===== config.mk =====
export PLATFORM = sky130hd
export DESIGN_NAME = rdm_relay_driver_mode_control
export DESIGN_NICKNAME = d
export VERILOG_FILES = /design/src/hdl/rdm_pkg.sv /design/src/hdl/rdm_relay_driver_mode_control.sv
export SDC_FILE = /design/constraint.sdc
export NUM_CORES = 1
export LEC_CHECK = 0
export ABC_AREA = 0
export BUFFER_PORTS_ARGS = -buffer_cell sky130_fd_sc_hd__buf_2
export CAP_MARGIN = 20
export CORE_UTILIZATION = 40
export CTS_BUF_LIST = sky130_fd_sc_hd__clkbuf_4 sky130_fd_sc_hd__clkbuf_8
export CTS_CLUSTER_SIZE = 20
export DETAILED_ROUTE_END_ITERATION = 16
export GPL_TIMING_DRIVEN = 0
export PLACE_DENSITY_LB_ADDON = 0.15
export SYNTH_ARGS = -nofsm -noshare
export SYNTH_HDL_FRONTEND = slang
export SYNTH_SLANG_ARGS = --single-unit

===== constraint.sdc =====
create_clock -name clk -period 3.8 [get_ports clk]
set_input_delay 0.57 -clock clk [delete_from_list [all_inputs] [get_ports clk]]
set_output_delay 0.57 -clock clk [all_outputs]
set_load 0.03 [all_outputs]

===== src/hdl/rdm_pkg.sv =====
// constants for the relay driver operating-state controller
// assumes a 32-bit axi4-lite register bus and eight channels
package rdm_pkg;

   // channel count and default routes of the two control inputs
   localparam int unsigned NCH        = 8;
   localparam int unsigned DEF_CH_IN0 = 2;
   localparam int unsigned DEF_CH_IN1 = 3;

   // register byte offsets
   localparam logic [7:0] A_CHON  = 8'h00;
   localparam logic [7:0] A_MAP0  = 8'h04;
   localparam logic [7:0] A_MAP1  = 8'h08;
   localparam logic [7:0] A_HWCR  = 8'h0C;
   localparam logic [7:0] A_PGMAP = 8'h10;
   localparam logic [7:0] A_STAT  = 8'h14;
   localparam logic [7:0] A_INLV  = 8'h18;
   localparam logic [7:0] A_FAULT = 8'h1C;
   localparam logic [7:0] A_OSM   = 8'h20;
   localparam logic [7:0] A_OLF   = 8'h24;

   // reset values
   localparam logic [7:0] MAP0_RST  = 8'h04;
   localparam logic [7:0] MAP1_RST  = 8'h08;
   localparam logic [7:0] CHON_RST  = 8'h00;
   localparam logic [7:0] PGMAP_RST = 8'h00;

   // field positions
   localparam int unsigned HW_ACT    = 0;
   localparam int unsigned HW_RST    = 1;
   localparam int unsigned HW_PG0    = 2;
   localparam int unsigned HW_PG1    = 3;
   localparam int unsigned ST_UV     = 2;
   localparam int unsigned ST_LOP    = 3;
   localparam int unsigned ST_TER    = 4;
   localparam int unsigned OL_OFF_LO = 8;

   // bus responses
   localparam logic [1:0] RESP_OKAY   = 2'h0;
   localparam logic [1:0] RESP_SLVERR = 2'h2;

   // operating states, code is also the status mode field
   typedef enum logic [1:0] {
      RDM_IDLE     = 2'b00,
      RDM_FALLBACK = 2'b01,
      RDM_ACTIVE   = 2'b10,
      RDM_SLEEP    = 2'b11
   } rdm_mode_type;

endpackage


===== src/hdl/rdm_relay_driver_mode_control.sv =====
// operating-state controller with input routing and axi4-lite registers
// assumes supply flags arrive as clean synchronous levels
//
// Contract
// - after reset first input drives channel 2, second input channel 3
// - software may rewrite both input route maps freely
// - channel drive is or of channel-on bit, mapped pulse generators, mapped inputs
// - input level monitor shows input levels, also in fallback
// - wake low and inputs low: sleep, outputs off, registers default
// - wake low and an input high: fallback, only default channels driven
// - wake low forces channel-on, map, control and pulse-map registers to defaults
// - sleep with inputs low: bus accesses refused
// - logic supply undervoltage: bus refused, registers held default
// - main supply below undervoltage threshold: all channels off
// - band below operating threshold: on channels stay, new turn-on refused
// - idle: outputs off, registers usable, fault flags kept
// - wake high and input high or channel-on bit set: active
// - stay-active clear: idle when inputs and channel-on bits all zero
// - logic undervoltage with inputs low: active drops to idle
// - input high enters active even with both maps zero
// - fallback: reads answered, writes discarded
// - fallback entry: mode 01, undervoltage and logic-low flags set
// - transfer error reads 1 on first access after fallback entry
// - fallback: open-load flags zero, faults and monitor normal, rest default
// - turn-on from idle or sleep first passes through a state change
// - soft reset restores defaults but keeps channel fault flags
//
// The AXI4-Lite slave port and the placing of the registers were chosen for this implementation.
`timescale 1ns/1ps
module rdm_relay_driver_mode_control
(
   input  wire logic                    clk,
   input  wire logic                    rst,
   input  wire logic [1:0]              control_inputs,
   input  wire logic                    wake_pin,
   input  wire logic                    vs_uv,
   input  wire logic                    vs_op_ok,
   input  wire logic                    vdd_uv,
   input  wire logic                    vdd_lop,
   input  wire logic [1:0]              pg_in,
   input  wire logic [rdm_pkg::NCH-1:0] fault_in,
   input  wire logic [rdm_pkg::NCH-1:0] ol_on_in,
   input  wire logic [rdm_pkg::NCH-1:0] ol_off_in,
   input  wire logic [7:0]              s_axi_awaddr,
   input  wire logic                    s_axi_awvalid,
   output logic                         s_axi_awready,
   input  wire logic [31:0]             s_axi_wdata,
   input  wire logic [3:0]              s_axi_wstrb,
   input  wire logic                    s_axi_wvalid,
   output logic                         s_axi_wready,
   output logic [1:0]                   s_axi_bresp,
   output logic                         s_axi_bvalid,
   input  wire logic                    s_axi_bready,
   input  wire logic [7:0]              s_axi_araddr,
   input  wire logic                    s_axi_arvalid,
   output logic                         s_axi_arready,
   output logic [31:0]                  s_axi_rdata,
   output logic [1:0]                   s_axi_rresp,
   output logic                         s_axi_rvalid,
   input  wire logic                    s_axi_rready,
   output logic [rdm_pkg::NCH-1:0]      ch_drive,
   output logic [1:0]                   op_mode
);

   ////////////////////////////////////////////////////////////////////////
   // state

   typedef struct packed {
      logic                    wake_s1;
      logic                    wake_s2;
      logic [1:0]              in_s1;
      logic [1:0]              in_s2;
      rdm_pkg::rdm_mode_type   mode;
      logic [rdm_pkg::NCH-1:0] chon;
      logic [rdm_pkg::NCH-1:0] map0;
      logic [rdm_pkg::NCH-1:0] map1;
      logic                    stay;
      logic [1:0]              pg_en;
      logic [rdm_pkg::NCH-1:0] pgmap0;
      logic [rdm_pkg::NCH-1:0] pgmap1;
      logic                    uv_f;
      logic                    lop_f;
      logic                    transfer_error_flag;
      logic [rdm_pkg::NCH-1:0] fault;
      logic [rdm_pkg::NCH-1:0] drive;
      logic                    aw_hold;
      logic [7:0]              awaddr;
      logic                    w_hold;
      logic [31:0]             wdata;
      logic [3:0]              wstrb;
      logic                    awready;
      logic                    wready;
      logic                    bvalid;
      logic [1:0]              bresp;
      logic                    arready;
      logic                    rvalid;
      logic [31:0]             rdata;
      logic [1:0]              rresp;
   } rdm_state_type;

   rdm_state_type q;
   rdm_state_type d;

   // replicate one bit across the channel width
   function automatic logic [rdm_pkg::NCH-1:0] rdm_fill(input logic b);
      rdm_fill = {rdm_pkg::NCH{b}};
   endfunction

   ////////////////////////////////////////////////////////////////////////
   // next state

   always_comb
   begin
      logic                    wake;
      logic                    any_in;
      logic                    refused;
      logic                    rdonly;
      logic                    srst;
      logic                    wr_bad;
      logic [rdm_pkg::NCH-1:0] fclr;
      logic [rdm_pkg::NCH-1:0] req;
      wake    = 1'b0;
      any_in  = 1'b0;
      refused = 1'b0;
      rdonly  = 1'b0;
      srst    = 1'b0;
      wr_bad  = 1'b0;
      fclr    = '0;
      req     = '0;
      d       = q;

      // two-stage synchronisers
      // first stages feed only second stages, never the decision logic
      d.wake_s1 = wake_pin;
      d.wake_s2 = q.wake_s1;
      d.in_s1   = control_inputs;
      d.in_s2   = q.in_s1;
      wake      = q.wake_s2;
      any_in    = |q.in_s2;

      // operating-state decision
      if (!wake)
      begin
         if (any_in)
            d.mode = rdm_pkg::RDM_FALLBACK;
         else
            d.mode = rdm_pkg::RDM_SLEEP;
      end
      else
      begin
         unique case (q.mode)
            rdm_pkg::RDM_SLEEP,
            rdm_pkg::RDM_FALLBACK:
               d.mode = rdm_pkg::RDM_IDLE;
            rdm_pkg::RDM_IDLE:
               if (any_in || |q.chon)
                  d.mode = rdm_pkg::RDM_ACTIVE;
            rdm_pkg::RDM_ACTIVE:
               if (!any_in && (vdd_uv || (!q.stay && q.chon == '0)))
                  d.mode = rdm_pkg::RDM_IDLE;
         endcase
      end

      // access permissions
      // a refused access answers with an error and changes no register but the transfer error flag
      refused = q.mode == rdm_pkg::RDM_SLEEP || vdd_uv || (!wake && !any_in);
      rdonly  = q.mode == rdm_pkg::RDM_FALLBACK;

      // write address and data are taken in either order
      if (q.awready && s_axi_awvalid)
      begin
         d.aw_hold = 1'b1;
         d.awaddr  = s_axi_awaddr;
      end
      if (q.wready && s_axi_wvalid)
      begin
         d.w_hold = 1'b1;
         d.wdata  = s_axi_wdata;
         d.wstrb  = s_axi_wstrb;
      end

      // write execution once both halves are held
      if (q.aw_hold && q.w_hold && !q.bvalid)
      begin
         d.aw_hold = 1'b0;
         d.w_hold  = 1'b0;
         d.bvalid  = 1'b1;
         if (!refused && !rdonly)
         begin
            unique case (q.awaddr)
               rdm_pkg::A_CHON:
                  if (q.wstrb[0]) d.chon = q.wdata[7:0];
               rdm_pkg::A_MAP0:
                  if (q.wstrb[0]) d.map0 = q.wdata[7:0];
               rdm_pkg::A_MAP1:
                  if (q.wstrb[0]) d.map1 = q.wdata[7:0];
               rdm_pkg::A_HWCR:
                  if (q.wstrb[0])
                  begin
                     d.stay     = q.wdata[rdm_pkg::HW_ACT];
                     d.pg_en[0] = q.wdata[rdm_pkg::HW_PG0];
                     d.pg_en[1] = q.wdata[rdm_pkg::HW_PG1];
                     srst       = q.wdata[rdm_pkg::HW_RST];
                  end
               rdm_pkg::A_PGMAP:
               begin
                  if (q.wstrb[0]) d.pgmap0 = q.wdata[7:0];
                  if (q.wstrb[1]) d.pgmap1 = q.wdata[15:8];
               end
               rdm_pkg::A_FAULT:
                  if (q.wstrb[0]) fclr = q.wdata[7:0];
               rdm_pkg::A_STAT,
               rdm_pkg::A_INLV,
               rdm_pkg::A_OSM,
               rdm_pkg::A_OLF: ;
               default:
                  wr_bad = 1'b1;
            endcase
         end
         else
            wr_bad = 1'b1;
         d.bresp = wr_bad ? rdm_pkg::RESP_SLVERR : rdm_pkg::RESP_OKAY;
         d.transfer_error_flag   = wr_bad;
      end
      if (q.bvalid && s_axi_bready)
         d.bvalid = 1'b0;
      d.awready = !d.aw_hold && !d.bvalid;
      d.wready  = !d.w_hold && !d.bvalid;

      // read execution
      if (q.arready && s_axi_arvalid)
      begin
         d.rvalid = 1'b1;
         d.rdata  = '0;
         d.rresp  = rdm_pkg::RESP_OKAY;
         d.transfer_error_flag    = refused;
         if (refused)
            d.rresp = rdm_pkg::RESP_SLVERR;
         else
         begin
            unique case (s_axi_araddr)
               rdm_pkg::A_CHON:  d.rdata[7:0] = q.chon;
               rdm_pkg::A_MAP0:  d.rdata[7:0] = q.map0;
               rdm_pkg::A_MAP1:  d.rdata[7:0] = q.map1;
               rdm_pkg::A_HWCR:
               begin
                  d.rdata[rdm_pkg::HW_ACT] = q.stay;
                  d.rdata[rdm_pkg::HW_PG0] = q.pg_en[0];
                  d.rdata[rdm_pkg::HW_PG1] = q.pg_en[1];
               end
               rdm_pkg::A_PGMAP: d.rdata[15:0] = {q.pgmap1, q.pgmap0};
               rdm_pkg::A_STAT:
               begin
                  d.rdata[1:0]            = q.mode;
                  d.rdata[rdm_pkg::ST_UV]  = q.uv_f;
                  d.rdata[rdm_pkg::ST_LOP] = q.lop_f;
                  d.rdata[rdm_pkg::ST_TER] = q.transfer_error_flag;
                  // readout clears flags whose condition is gone
                  if (!vs_uv) d.uv_f = 1'b0;
                  if (!vdd_lop) d.lop_f = 1'b0;
               end
               rdm_pkg::A_INLV:  d.rdata[1:0] = q.in_s2;
               rdm_pkg::A_FAULT: d.rdata[7:0] = q.fault;
               rdm_pkg::A_OSM:   d.rdata[7:0] = q.drive;
               rdm_pkg::A_OLF:
                  if (!rdonly)
                     d.rdata[15:0] = {ol_off_in, ol_on_in};
               default:
                  d.rresp = rdm_pkg::RESP_SLVERR;
            endcase
         end
      end
      if (q.rvalid && s_axi_rready)
         d.rvalid = 1'b0;
      d.arready = !d.rvalid;

      // forced defaults by wake low, logic undervoltage, fallback, soft reset
      if (!wake || vdd_uv || rdonly || srst)
      begin
         d.chon   = rdm_pkg::CHON_RST;
         d.map0   = rdm_pkg::MAP0_RST;
         d.map1   = rdm_pkg::MAP1_RST;
         d.stay   = 1'b0;
         d.pg_en  = 2'b00;
         d.pgmap0 = rdm_pkg::PGMAP_RST;
         d.pgmap1 = rdm_pkg::PGMAP_RST;
      end
      if (srst)
      begin
         d.uv_f  = 1'b0;
         d.lop_f = 1'b0;
         d.transfer_error_flag   = 1'b0;
      end

      // fault flags: sticky, set wins, kept in idle and over soft reset
      d.fault = (q.fault & ~fclr) | fault_in;
      if (q.mode == rdm_pkg::RDM_SLEEP)
         d.fault = '0;

      // supply flags, set wins over clear
      if (vs_uv) d.uv_f = 1'b1;
      if (vdd_lop) d.lop_f = 1'b1;
      if (d.mode == rdm_pkg::RDM_FALLBACK)
      begin
         d.uv_f  = 1'b1;
         d.lop_f = 1'b1;
      end
      if (d.mode == rdm_pkg::RDM_FALLBACK && q.mode != rdm_pkg::RDM_FALLBACK)
         d.transfer_error_flag = 1'b1;

      // channel request per state
      // idle and sleep request nothing, whatever the registers hold
      unique case (q.mode)
         rdm_pkg::RDM_ACTIVE:
            req = q.chon
                | (rdm_fill(q.pg_en[0] & pg_in[0]) & q.pgmap0)
                | (rdm_fill(q.pg_en[1] & pg_in[1]) & q.pgmap1)
                | (rdm_fill(q.in_s2[0]) & q.map0)
                | (rdm_fill(q.in_s2[1]) & q.map1);
         rdm_pkg::RDM_FALLBACK:
         begin
            req[rdm_pkg::DEF_CH_IN0] = q.in_s2[0];
            req[rdm_pkg::DEF_CH_IN1] = q.in_s2[1];
         end
         rdm_pkg::RDM_IDLE,
         rdm_pkg::RDM_SLEEP:
            req = '0;
      endcase

      // main supply gating
      // between thresholds a channel may hold its state but never newly turn on
      if (vs_uv)
         d.drive = '0;
      else if (!vs_op_ok)
         d.drive = req & q.drive;
      else
         d.drive = req;
   end

   ////////////////////////////////////////////////////////////////////////
   // registers

   // reset leaves the block asleep with the default input routes
   always_ff @(posedge clk or posedge rst)
   begin
      if (rst)
      begin
         q      <= '0;
         q.mode <= rdm_pkg::RDM_SLEEP;
         q.map0 <= rdm_pkg::MAP0_RST;
         q.map1 <= rdm_pkg::MAP1_RST;
      end
      else
         q <= d;
   end

   ////////////////////////////////////////////////////////////////////////
   // outputs straight from flops

   assign s_axi_awready = q.awready;
   assign s_axi_wready  = q.wready;
   assign s_axi_bresp   = q.bresp;
   assign s_axi_bvalid  = q.bvalid;
   assign s_axi_arready = q.arready;
   assign s_axi_rdata   = q.rdata;
   assign s_axi_rresp   = q.rresp;
   assign s_axi_rvalid  = q.rvalid;
   assign ch_drive      = q.drive;
   assign op_mode       = q.mode;

endmodule


==> results.sh, run 1 <==
export IMPL_outcome="complete, no violations"
export IMPL_postSynthAreaPerCell_um2=10.4
export IMPL_clkSinkCount=121
export IMPL_dr_total_vias=5470
export IMPL_arrival_ns=3.30
export IMPL_die_area_mm2=0.0162
export IMPL_pin_count=143
export IMPL_reg2reg_from="op_mode[1]"
export IMPL_syn_area_mm2=0.00627
export IMPL_drc=0
export IMPL_power_frac_comb_pct=20.5
export IMPL_root_buffer="clkbuf_8"
export IMPL_slowest_delay_ns=0.89
export IMPL_ys_seq_area_share_pct=48.3
export IMPL_track_usage_pct=24.6
export IMPL_cts_clk_slew_worst_paths_ns=0.07
export IMPL_crit_path_end_kind="flip-flop"
export IMPL_cp_start_kind="flip-flop"
export IMPL_tightest_slew_ns=1.04
export IMPL_cp_num_cells=6
export IMPL_finalCritPeriodShare_pct=77.1
export IMPL_p_sw_w=0.00116
export IMPL_avgRoutedWirePerCell_um=19.6
export IMPL_antenna_found_initial=0
export IMPL_grt_overflow=0
export IMPL_p_clk_share_pct=31.2
export IMPL_cp_startpoint="op_mode[1]"
export IMPL_antennaDiodeCount=0
export IMPL_syn_inst=601
export IMPL_cp_slowest_cell="nor4b_2"
export IMPL_p_seq_share_pct=48.2
export IMPL_cts_resized=0
export IMPL_crit_family="simple AND/OR/NAND/NOR gates"
export IMPL_maxCapViolations=0
export IMPL_power_density_mw_per_mm2=473
export IMPL_p_int_w=0.00241
export IMPL_cp_cell_sequence="clkbuf_1, nor2b_1, or3_1, clkbuf_1, nor4b_2, a32o_1"
export IMPL_r2r_end="q[110]"
export IMPL_hold_class="in -> async"
export IMPL_synthFlopType="dfrtp_1"
export IMPL_ys_types=58
export IMPL_fin_crit_ns=2.93
export IMPL_hold_slack_ns=0.0628
export IMPL_drive_gt1_share_pct=30.3
export IMPL_die_x_um=127
export IMPL_postCtsSetupBuffers=0
export IMPL_max_slew_margin_rel_pct=30.0
export IMPL_finClkSkew_ns=0.00758
export IMPL_finalSetupViolations=0
export IMPL_slew_violations=0
export IMPL_clock_latency_ns=0.44
export IMPL_antenna_left=0
export IMPL_path_buf_inv=2
export IMPL_clk_path_buf_depth=2
export IMPL_cp_max_fo=10
export IMPL_rrSetupSlack_ns=0.87
export IMPL_setup_ws_ns=0.871
export IMPL_numPortBuffers=104
export IMPL_tritoncts="built"
export IMPL_rsz0062_at_grt="false"
export IMPL_cts_buffers=17
export IMPL_worst_setup_path_type="reg -> reg"
export IMPL_ctsHtreeMaxLevel=4
export IMPL_rows=45
export IMPL_cts_hold_buf=0
export IMPL_grt_max_degree=101
export IMPL_drt_wl_total_mm=18.9
export IMPL_initial_utilization_pct=41.1
export IMPL_grt_pass1_vias=5188
export IMPL_via_per_inst=5.66
export IMPL_post_route_util_pct=49.5
export IMPL_crit_required_ns=4.17
export IMPL_ys_async_sr_fraction_pct=100
export IMPL_ys_warn_count=0
export IMPL_ir_drop_mv=0.326
export IMPL_die_h_um=127
export IMPL_grt_pass1_wl_mm=29.5
export IMPL_first_iter_violations=419
export IMPL_clock_fmax_mhz=341
export IMPL_timing_hold_violations_final=0
export IMPL_nets=834
export IMPL_place_hpwl_mm=14.6
export IMPL_area_delta_synth_final_pct=20.3
export IMPL_switching_share_pct=32.6
export IMPL_crit_end="q[110]"
export IMPL_cellLeakagePower_nw=3.26
export IMPL_place_congestion=0.875
export IMPL_path_common_cell="clkbuf_1"
export IMPL_drtPass1Iterations=6
export IMPL_synth_edf_count=0
export IMPL_ys_ff_latch=121
export IMPL_coreArea_mm2=0.0153
export IMPL_post_place_ws_ns=0.957
export IMPL_reg2reg_depth=6
## power by group through the flow
stage,clock network [W],registers (W),logic (W)
after detailed placement,0,0.00174,0.000735
after floorplan,0,0.00168,0.000507
after global routing,0.00121,0.00175,0.000802
after global placement,0,0.00174,0.000712
after CTS,0.00114,0.00172,0.000737
final,0.00112,0.00172,0.000733
## kinds of logic after synthesis
kind of cell	count (synthesis)	synth area share, %
AOI/OAI and AO/OA	180	21.2
and+or+nand+nor	176	15.8
DFF	121	48.3
buffers and inverters	84	7.82
muxes	38	6.62
xor gates and xnor gates	1	0.140
other	1	0.0598
## Yosys cell counts, types with 13 or more instances
cell      count  area [um2]
a221oi_1     13         114
dfrtp_1     117        2930
mux2_2       28         315
nor2_1       28         105
a22oi_1      23         173
a32o_1       31         310
clkbuf_1     26        97.6
nand2_1      55         206
o21ai_0      28         140
buf_4        46         345
a21oi_1      26         130
nor3_1       18        90.1
## how the worst min path moves through the flow
stage | start | endpoint | slack [ns]
after floorplan | d[151] | q[151] | 0.33
after global placement | d[155] | q[155] | 0.34
after detailed placement | d[155] | q[155] | 0.34
after CTS | rst | d[152] | 0.04
after global routing | rst | d[152] | 0.04
final | rst | d[152] | 0.06
## cell type report
cell class	count	area [um2]
buffer	79	472
clock buffer	25	319
clock inverter	7	68.8
fill	1436	7710
inverter	5	23.8
multi-input combinational	413	2820
sequential	121	3030
tap	211	264
timing repair buffer	105	548
## cells in the final DEF (no fill, tap or decap), types with 4 or more instances in the layout
master	Yosys	final
o2bb2ai_1	5	5
buf_2	1	105
buf_1	5	5
nor4b_2	3	4
a22o_1	10	10
nor2_1	28	28
or4_1	4	4
dfstp_2	4	4
nand2_1	55	55
nor2b_1	5	5
mux2i_1	10	10
a21oi_1	26	26
nor3_1	18	18
dfrtp_1	117	117
a32o_1	31	31
conb_1	1	18
and2_1	4	4
a22oi_1	23	23
inv_1	5	4
nor4_1	7	7
a21boi_0	8	8
buf_4	46	46
nand3_1	8	8
nor3b_1	4	4
o21ai_0	28	28
and3_1	5	5
clkbuf_4	0	4
nand3b_1	6	6
nand4_1	7	7
o21a_1	11	11
a31oi_1	6	6
mux2_2	28	28
clkbuf_1	26	26
clkbuf_8	0	21
a221oi_1	13	13
## state kept, by name, indices dropped and copies added (netlist names)
| register | count |
|---|---|
| ch_drive | 8 |
| s_axi_bvalid | 1 |
| s_axi_awready | 1 |
| s_axi_rvalid | 1 |
| s_axi_wready | 1 |
| s_axi_rresp | 1 |
| q | 85 |
| s_axi_arready | 1 |
| op_mode | 2 |
| d | 3 |
| s_axi_bresp | 1 |
| s_axi_rdata | 16 |
## through the flow
stage / area [um2] / power [W] / setup TNS [ns] / std cells
finish: 7550 / 0.00357 / 0 / 966
global route: 7550 / 0.00376 / 0 / 966
CTS: 7550 / 0.00360 / 0 / 966
detailed placement: 7160 / 0.00248 / 0 / 934
global placement: 7120 / 0.00245 / -146.36 / 933
floorplan: 6340 / 0.00219 / 0 / 618
## per-layer routing
metal	GRT usage, %	up-vias	wire (um)
met5	0	-	0
li1	-	2513	-
met1	32.2	2703	8280
met3	5.74	35	1210
met2	38.9	219	8820
met4	10.9	0	612
Note: power is estimated with default switching activity, not from simulation.
==> run 2, diff against run 1 <==
==> constraint.sdc (replaced) <==
create_clock -name clk -period 2.4 [get_ports clk]
set_input_delay 0.36 -clock clk [delete_from_list [all_inputs] [get_ports clk]]
set_output_delay 0.36 -clock clk [all_outputs]
set_load 0.03 [all_outputs]
==> run 2 against run 1 <==
- via count fell by 0.64%
- critical path depth down 1
- first-iteration DRC count rose by 11%
- final area grew 2.3%
- cell count increased by 0.72%
- largest power group unchanged
- core utilization is 1.1 points higher
- critical endpoint is now q[97]
- register-to-register slack worse by 0.77 ns
- global-route usage down 0.20 points
- wire length is 0.14% lower
- setup slack worse by 0.77 ns
==> results.sh, run 2 (same netlist as run 1, synthesis figures left out) <==
export IMPL_place_congestion=0.864
export IMPL_root_buffer="clkbuf_8"
export IMPL_reg2reg_from="q[85]"
export IMPL_largest_reg_flops=85
export IMPL_postLayoutCellArea_mm2=0.00772
export IMPL_area_delta_synth_final_pct=23.1
export IMPL_hold_class="in -> reg"
export IMPL_crit_family="simple AND/OR/NAND/NOR gates"
export IMPL_regArea_mm2=0.00303
export IMPL_drive_gt1_share_pct=31.9
export IMPL_rows=45
export IMPL_slowest_delay_ns=0.66
export IMPL_fin_crit_ns=2.30
export IMPL_worstHoldEndpoint="q[104]"
export IMPL_arrival_ns=2.64
export IMPL_rsz0062_at_grt="true"
export IMPL_nFillCells=1423
export IMPL_slew_violations=0
export IMPL_grt_overflow=0
export IMPL_antenna_found_initial=0
export IMPL_ctsHtreeMaxLevel=4
export IMPL_reg2reg_depth=5
export IMPL_crit_path_end_kind="flip-flop"
export IMPL_finalCritPeriodShare_pct=95.9
export IMPL_via_per_inst=5.59
export IMPL_nets=841
export IMPL_pin_count=143
export IMPL_antenna_left=0
export IMPL_grt_pass1_wl_mm=29.2
export IMPL_coreArea_mm2=0.0153
export IMPL_cp_slowest_cell="or4_1"
export IMPL_cts_buffers=17
export IMPL_power_density_mw_per_mm2=750
export IMPL_first_iter_violations=467
export IMPL_clock_fmax_mhz=434
export IMPL_antennaDiodeCount=0
export IMPL_r2r_end="q[97]"
export IMPL_mostFrequentLayoutCell="dfrtp_1"
export IMPL_path_buf_inv=0
export IMPL_cp_max_fo=8
export IMPL_tightest_slew_ns=1.12
export IMPL_rrSetupSlack_ns=0.1
export IMPL_die_x_um=127
export IMPL_cts_clk_slew_worst_paths_ns=0.07
export IMPL_grt_max_degree=39
export IMPL_maxCapViolations=0
export IMPL_track_usage_pct=24.4
export IMPL_max_slew_margin_rel_pct=24.8
export IMPL_clk_path_buf_depth=2
export IMPL_timing_hold_violations_final=0
export IMPL_die_h_um=127
export IMPL_cellLeakagePower_nw=3.32
export IMPL_hold_path_depth=2
export IMPL_hp_start="vdd_lop"
export IMPL_clkSinkCount=121
export IMPL_place_hpwl_mm=14.6
export IMPL_grt_pass1_vias=5188
export IMPL_outcome="complete, no violations"
export IMPL_clock_latency_ns=0.45
export IMPL_stdcell_count=973
export IMPL_drtPass1Iterations=6
export IMPL_regMostFlops="q"
export IMPL_finClkSkew_ns=0.00975
export IMPL_post_route_util_pct=50.6
export IMPL_dp_cells=937
export IMPL_multi_input_area_mm2=0.00287
export IMPL_dpl_cell_area_mm2=0.00720
export IMPL_drc=0
export IMPL_numPortBuffers=104
export IMPL_ir_drop_mv=0.601
export IMPL_dr_total_vias=5435
export IMPL_die_area_mm2=0.0162
export IMPL_cp_cell_sequence="or4_1, nor4_1, and3b_2, a21boi_0, o21a_1"
export IMPL_drt_wl_total_mm=18.9
export IMPL_cp_startpoint="q[85]"
export IMPL_avgRoutedWirePerCell_um=19.4
export IMPL_final_cell_mix="117 x dfrtp_1, 104 x buf_2, 55 x nand2_1, 47 x buf_4, 31 x a32o_1"
export IMPL_worst_setup_path_type="reg -> reg"
export IMPL_finalSetupViolations=0
export IMPL_initial_utilization_pct=41.1
export IMPL_crit_required_ns=2.74
export IMPL_tritoncts="built"
export IMPL_cp_start_kind="flip-flop"
==> run 2: changes by cell type in the layout (fill, tap and decap cells not counted), moves of 2 or more <==
cell | previous run | this run
buf_12 | 0 | 3
buf_6 | 0 | 2
clkbuf_1 | 26 | 21
clkbuf_2 | 1 | 3
clkinvlp_4 | 2 | 5
dlygate4sd3_1 | 0 | 4
nor3_1 | 18 | 16
nor3_2 | 0 | 2
nor4b_2 | 4 | 0
nor4b_4 | 1 | 4
==> run 2: per-stage QoR <==
stage	worst slack, ns	hold slack, ns	setup TNS [ns]	power [W]
after floorplan	0.167	0.331	0	0.00347
after global placement	-0.425	0.338	-29.18	0.00388
after detailed placement	-0.456	0.336	-8.08	0.00394
after CTS	0.00706	0.000319	0	0.00582
after global routing	-0.0406	0.0927	-0.262	0.00609
final	0.0980	0.107	0	0.00580
==> run 2: layout make-up <==
| class | instances | area share [%] |
|---|---|---|
| buffer | 76 | 6.03 |
| clock buffer | 22 | 3.76 |
| clock inverter | 10 | 1.52 |
| inverter | 5 | 0.292 |
| multi-input combinational | 413 | 37.2 |
| sequential | 121 | 39.3 |
| tap | 211 | 3.42 |
| timing repair buffer | 115 | 8.55 |
==> run 2: power by group <==
part / internal [W] / switching (W) / total [W] / leakage [nW]
Combinational: 0.000506 / 0.000685 / 0.00119 / 1.58
Clock: 0.00103 / 0.000840 / 0.00187 / 0.198
Sequential: 0.00235 / 0.000382 / 0.00274 / 1.54
Total: 0.00389 / 0.00191 / 0.00580 / 3.32
==> run 2: worst register-to-register path: stages (launching register included) <==
cell and delay [ns]:
dfrtp_1 0.42, or4_1 0.66, nor4_1 0.43, and3b_2 0.38
a21boi_0 0.13, o21a_1 0.19
==> run 2: worst max path at each step <==
stage | to | slack (ns) | depth (start not counted)
2_1_floorplan | q[106] | 0.17 | 6
3_3_place_gp | q[106] | -0.42 | 6
3_5_place_dp | q[106] | -0.46 | 6
4_1_cts | q[106] | 0.007 | 9
5_1_grt | q[143] | -0.04 | 5
6_report | q[97] | 0.1 | 5
==> run 2: per-layer routing <==
layer | part of all wire (%) | track usage (%) | vias up
met5 | 0 | 0 | -
met4 | 2.6 | 9.94 | 0
met3 | 6.4 | 5.74 | 37
met2 | 47 | 39.3 | 233
met1 | 44 | 31.6 | 2642
li1 | - | - | 2523
==> run 2: repair_timing <==
action                                  4_1_cts  5_1_grt
pin swaps                                     2        2
endpoints found under the hold margin        24        1
resized for setup                             6       11
setup buffers                                 3        0
endpoints found under the setup margin       35       47
hold buffers                                  3        1
==> run 3, diff against run 2 <==
--- a/config.mk
+++ b/config.mk
@@ -8,7 +8,9 @@
 export ABC_AREA = 0
 export BUFFER_PORTS_ARGS = -buffer_cell sky130_fd_sc_hd__buf_2
 export CAP_MARGIN = 20
-export CORE_UTILIZATION = 40
+export CELL_PAD_IN_SITES_DETAIL_PLACEMENT = 0
+export CELL_PAD_IN_SITES_GLOBAL_PLACEMENT = 1
+export CORE_UTILIZATION = 39
 export CTS_BUF_LIST = sky130_fd_sc_hd__clkbuf_4 sky130_fd_sc_hd__clkbuf_8
 export CTS_CLUSTER_SIZE = 20
 export DETAILED_ROUTE_END_ITERATION = 16
==> run 3 against run 2 <==
- non-clock buffer count rose by 1
- critical endpoint is now q[109]
- maximum frequency rose by 2.5%
- core utilization fell by 0.31 points
- critical path depth rose by 4
- die area rose by 2.5%
- sequential cell count did not move
- hold slack got worse by 0.0016 ns
- clock skew rose by 0.00051 ns
- largest cell class unchanged
==> results.sh, run 3 (same netlist as run 1, synthesis figures left out) <==
export IMPL_mostFrequentLayoutCell="dfrtp_1"
export IMPL_coreArea_mm2=0.0154
export IMPL_track_usage_pct=24.4
export IMPL_rows=45
export IMPL_drc=0
export IMPL_dr_total_vias=5467
export IMPL_stdcell_count=974
export IMPL_crit_path_end_kind="flip-flop"
export IMPL_fin_crit_ns=2.25
export IMPL_path_common_cell="buf_4"
export IMPL_power_w=0.00595
export IMPL_timing_hold_violations_final=0
export IMPL_finClkSkew_ns=0.0103
export IMPL_antenna_left=0
export IMPL_maxCapViolations=0
export IMPL_tritoncts="built"
export IMPL_rsz0062_at_grt="true"
export IMPL_place_hpwl_mm=14.9
export IMPL_arrival_ns=2.59
export IMPL_drive_gt1_share_pct=32.2
export IMPL_multi_input_area_mm2=0.00288
export IMPL_cp_start_kind="flip-flop"
export IMPL_die_h_um=129
export IMPL_avgRoutedWirePerCell_um=19.9
export IMPL_place_congestion=0.896
export IMPL_cts_buffers=17
export IMPL_ir_drop_mv=0.580
export IMPL_pin_count=143
export IMPL_first_iter_violations=468
export IMPL_cp_slowest_cell="nor4_4"
export IMPL_nFillCells=1502
export IMPL_regMostFlops="q"
export IMPL_outcome="complete, no violations"
export IMPL_clock_fmax_mhz=445
export IMPL_die_area_mm2=0.0166
export IMPL_slowest_delay_ns=0.40
export IMPL_initial_utilization_pct=40.7
export IMPL_worst_setup_path_type="reg -> reg"
export IMPL_finalSetupViolations=0
export IMPL_power_density_mw_per_mm2=767
export IMPL_grt_pass1_wl_mm=29.8
export IMPL_clkSinkCount=121
export IMPL_clock_latency_ns=0.45
export IMPL_dp_cells=936
export IMPL_cellLeakagePower_nw=3.35
export IMPL_final_cell_mix="117 x dfrtp_1, 105 x buf_2, 55 x nand2_1, 51 x buf_4, 31 x a32o_1"
export IMPL_antennaDiodeCount=0
export IMPL_die_x_um=129
export IMPL_post_route_util_pct=50.3
export IMPL_antenna_found_initial=0
export IMPL_hold_class="in -> reg"
export IMPL_via_per_inst=5.61
export IMPL_grt_overflow=0
export IMPL_drt_wl_total_mm=19.3
export IMPL_grt_pass1_vias=5155
export IMPL_dpl_cell_area_mm2=0.00719
export IMPL_cp_max_fo=10
export IMPL_ctsHtreeMaxLevel=4
export IMPL_cp_cell_sequence="buf_2, nor4_4, nand4_1, nor4_4, buf_4, buf_4, nor4b_4, buf_4, a32o_1"
export IMPL_clk_path_buf_depth=2
export IMPL_tightest_slew_ns=1.11
export IMPL_slew_violations=0
export IMPL_root_buffer="clkbuf_8"
export IMPL_cts_clk_slew_worst_paths_ns=0.08
export IMPL_finalCritPeriodShare_pct=93.6
export IMPL_nets=842
export IMPL_largest_reg_flops=85
export IMPL_grt_max_degree=44
export IMPL_numPortBuffers=104
export IMPL_postLayoutCellArea_mm2=0.00776
export IMPL_drtPass1Iterations=6
export IMPL_crit_required_ns=2.74
export IMPL_area_delta_synth_final_pct=23.7
export IMPL_regArea_mm2=0.00303
export IMPL_max_slew_margin_rel_pct=25.3
## run 3: through the flow
| stage | hold slack, ns | TNS, ns | worst slack (ns) |
|---|---|---|---|
| final | 0.106 | 0 | 0.154 |
| after global routing | 0.0941 | -0.00102 | -0.00102 |
| after CTS | 0.0778 | 0 | 0.0301 |
| after detailed placement | 0.280 | -9.80 | -0.493 |
| after global placement | 0.335 | -27.05 | -0.451 |
| after floorplan | 0.331 | 0 | 0.167 |
## run 3: area by class of cell
cell class	instances	share of cell area, %
inverter	5	0.290
timing repair buffer	116	8.48
clock inverter	15	2.61
multi-input combinational	413	37.2
sequential	121	39.1
tap	211	3.40
clock buffer	17	3.02
buffer	76	5.95
## run 3: worst paths after layout
kind | from | to | slack [ns] | depth (start not counted)
worst max-delay path | op_mode[0] | q[109] | 0.15 | 9
worst max register to register | op_mode[0] | q[109] | 0.15 | 9
min in group asynchronous | rst | q[83] | 0.36 | 3
worst min-delay path | s_axi_rready | s_axi_rvalid | 0.11 | 2
worst min register to register | d[155] | q[155] | 0.35 | 0
max in group asynchronous | rst | q[135] | 1.27 | 5
## run 3: power breakdown
group	switching (W)	internal, W
registers	0.000381	0.00235
clock network	0.000959	0.00107
logic	0.000686	0.000505
## run 3: per-layer routing
metal	share of wire [%]	up-vias	track usage (%)	wire [um]
li1	-	2521	-	-
met1	48	2722	34.6	9200
met2	45	198	37.3	8680
met3	5.4	26	3.99	1050
met4	2.2	0	9.69	419
met5	0	-	0	0
## run 3: worst max-delay path, delay by kind of cell, from the launching register on
family	cells	cell delay, ns
compound gates	1	0.21
flops	1	0.38
buf+inv	4	0.74
simple gates	4	0.79
## run 3: timing repair
action	in CTS	in global routing
hold buffers	4	0
setup endpoints to repair	33	47
hold endpoints to repair	6	0
setup buffers	4	1
pin swaps	3	1
gates resized for setup	5	11
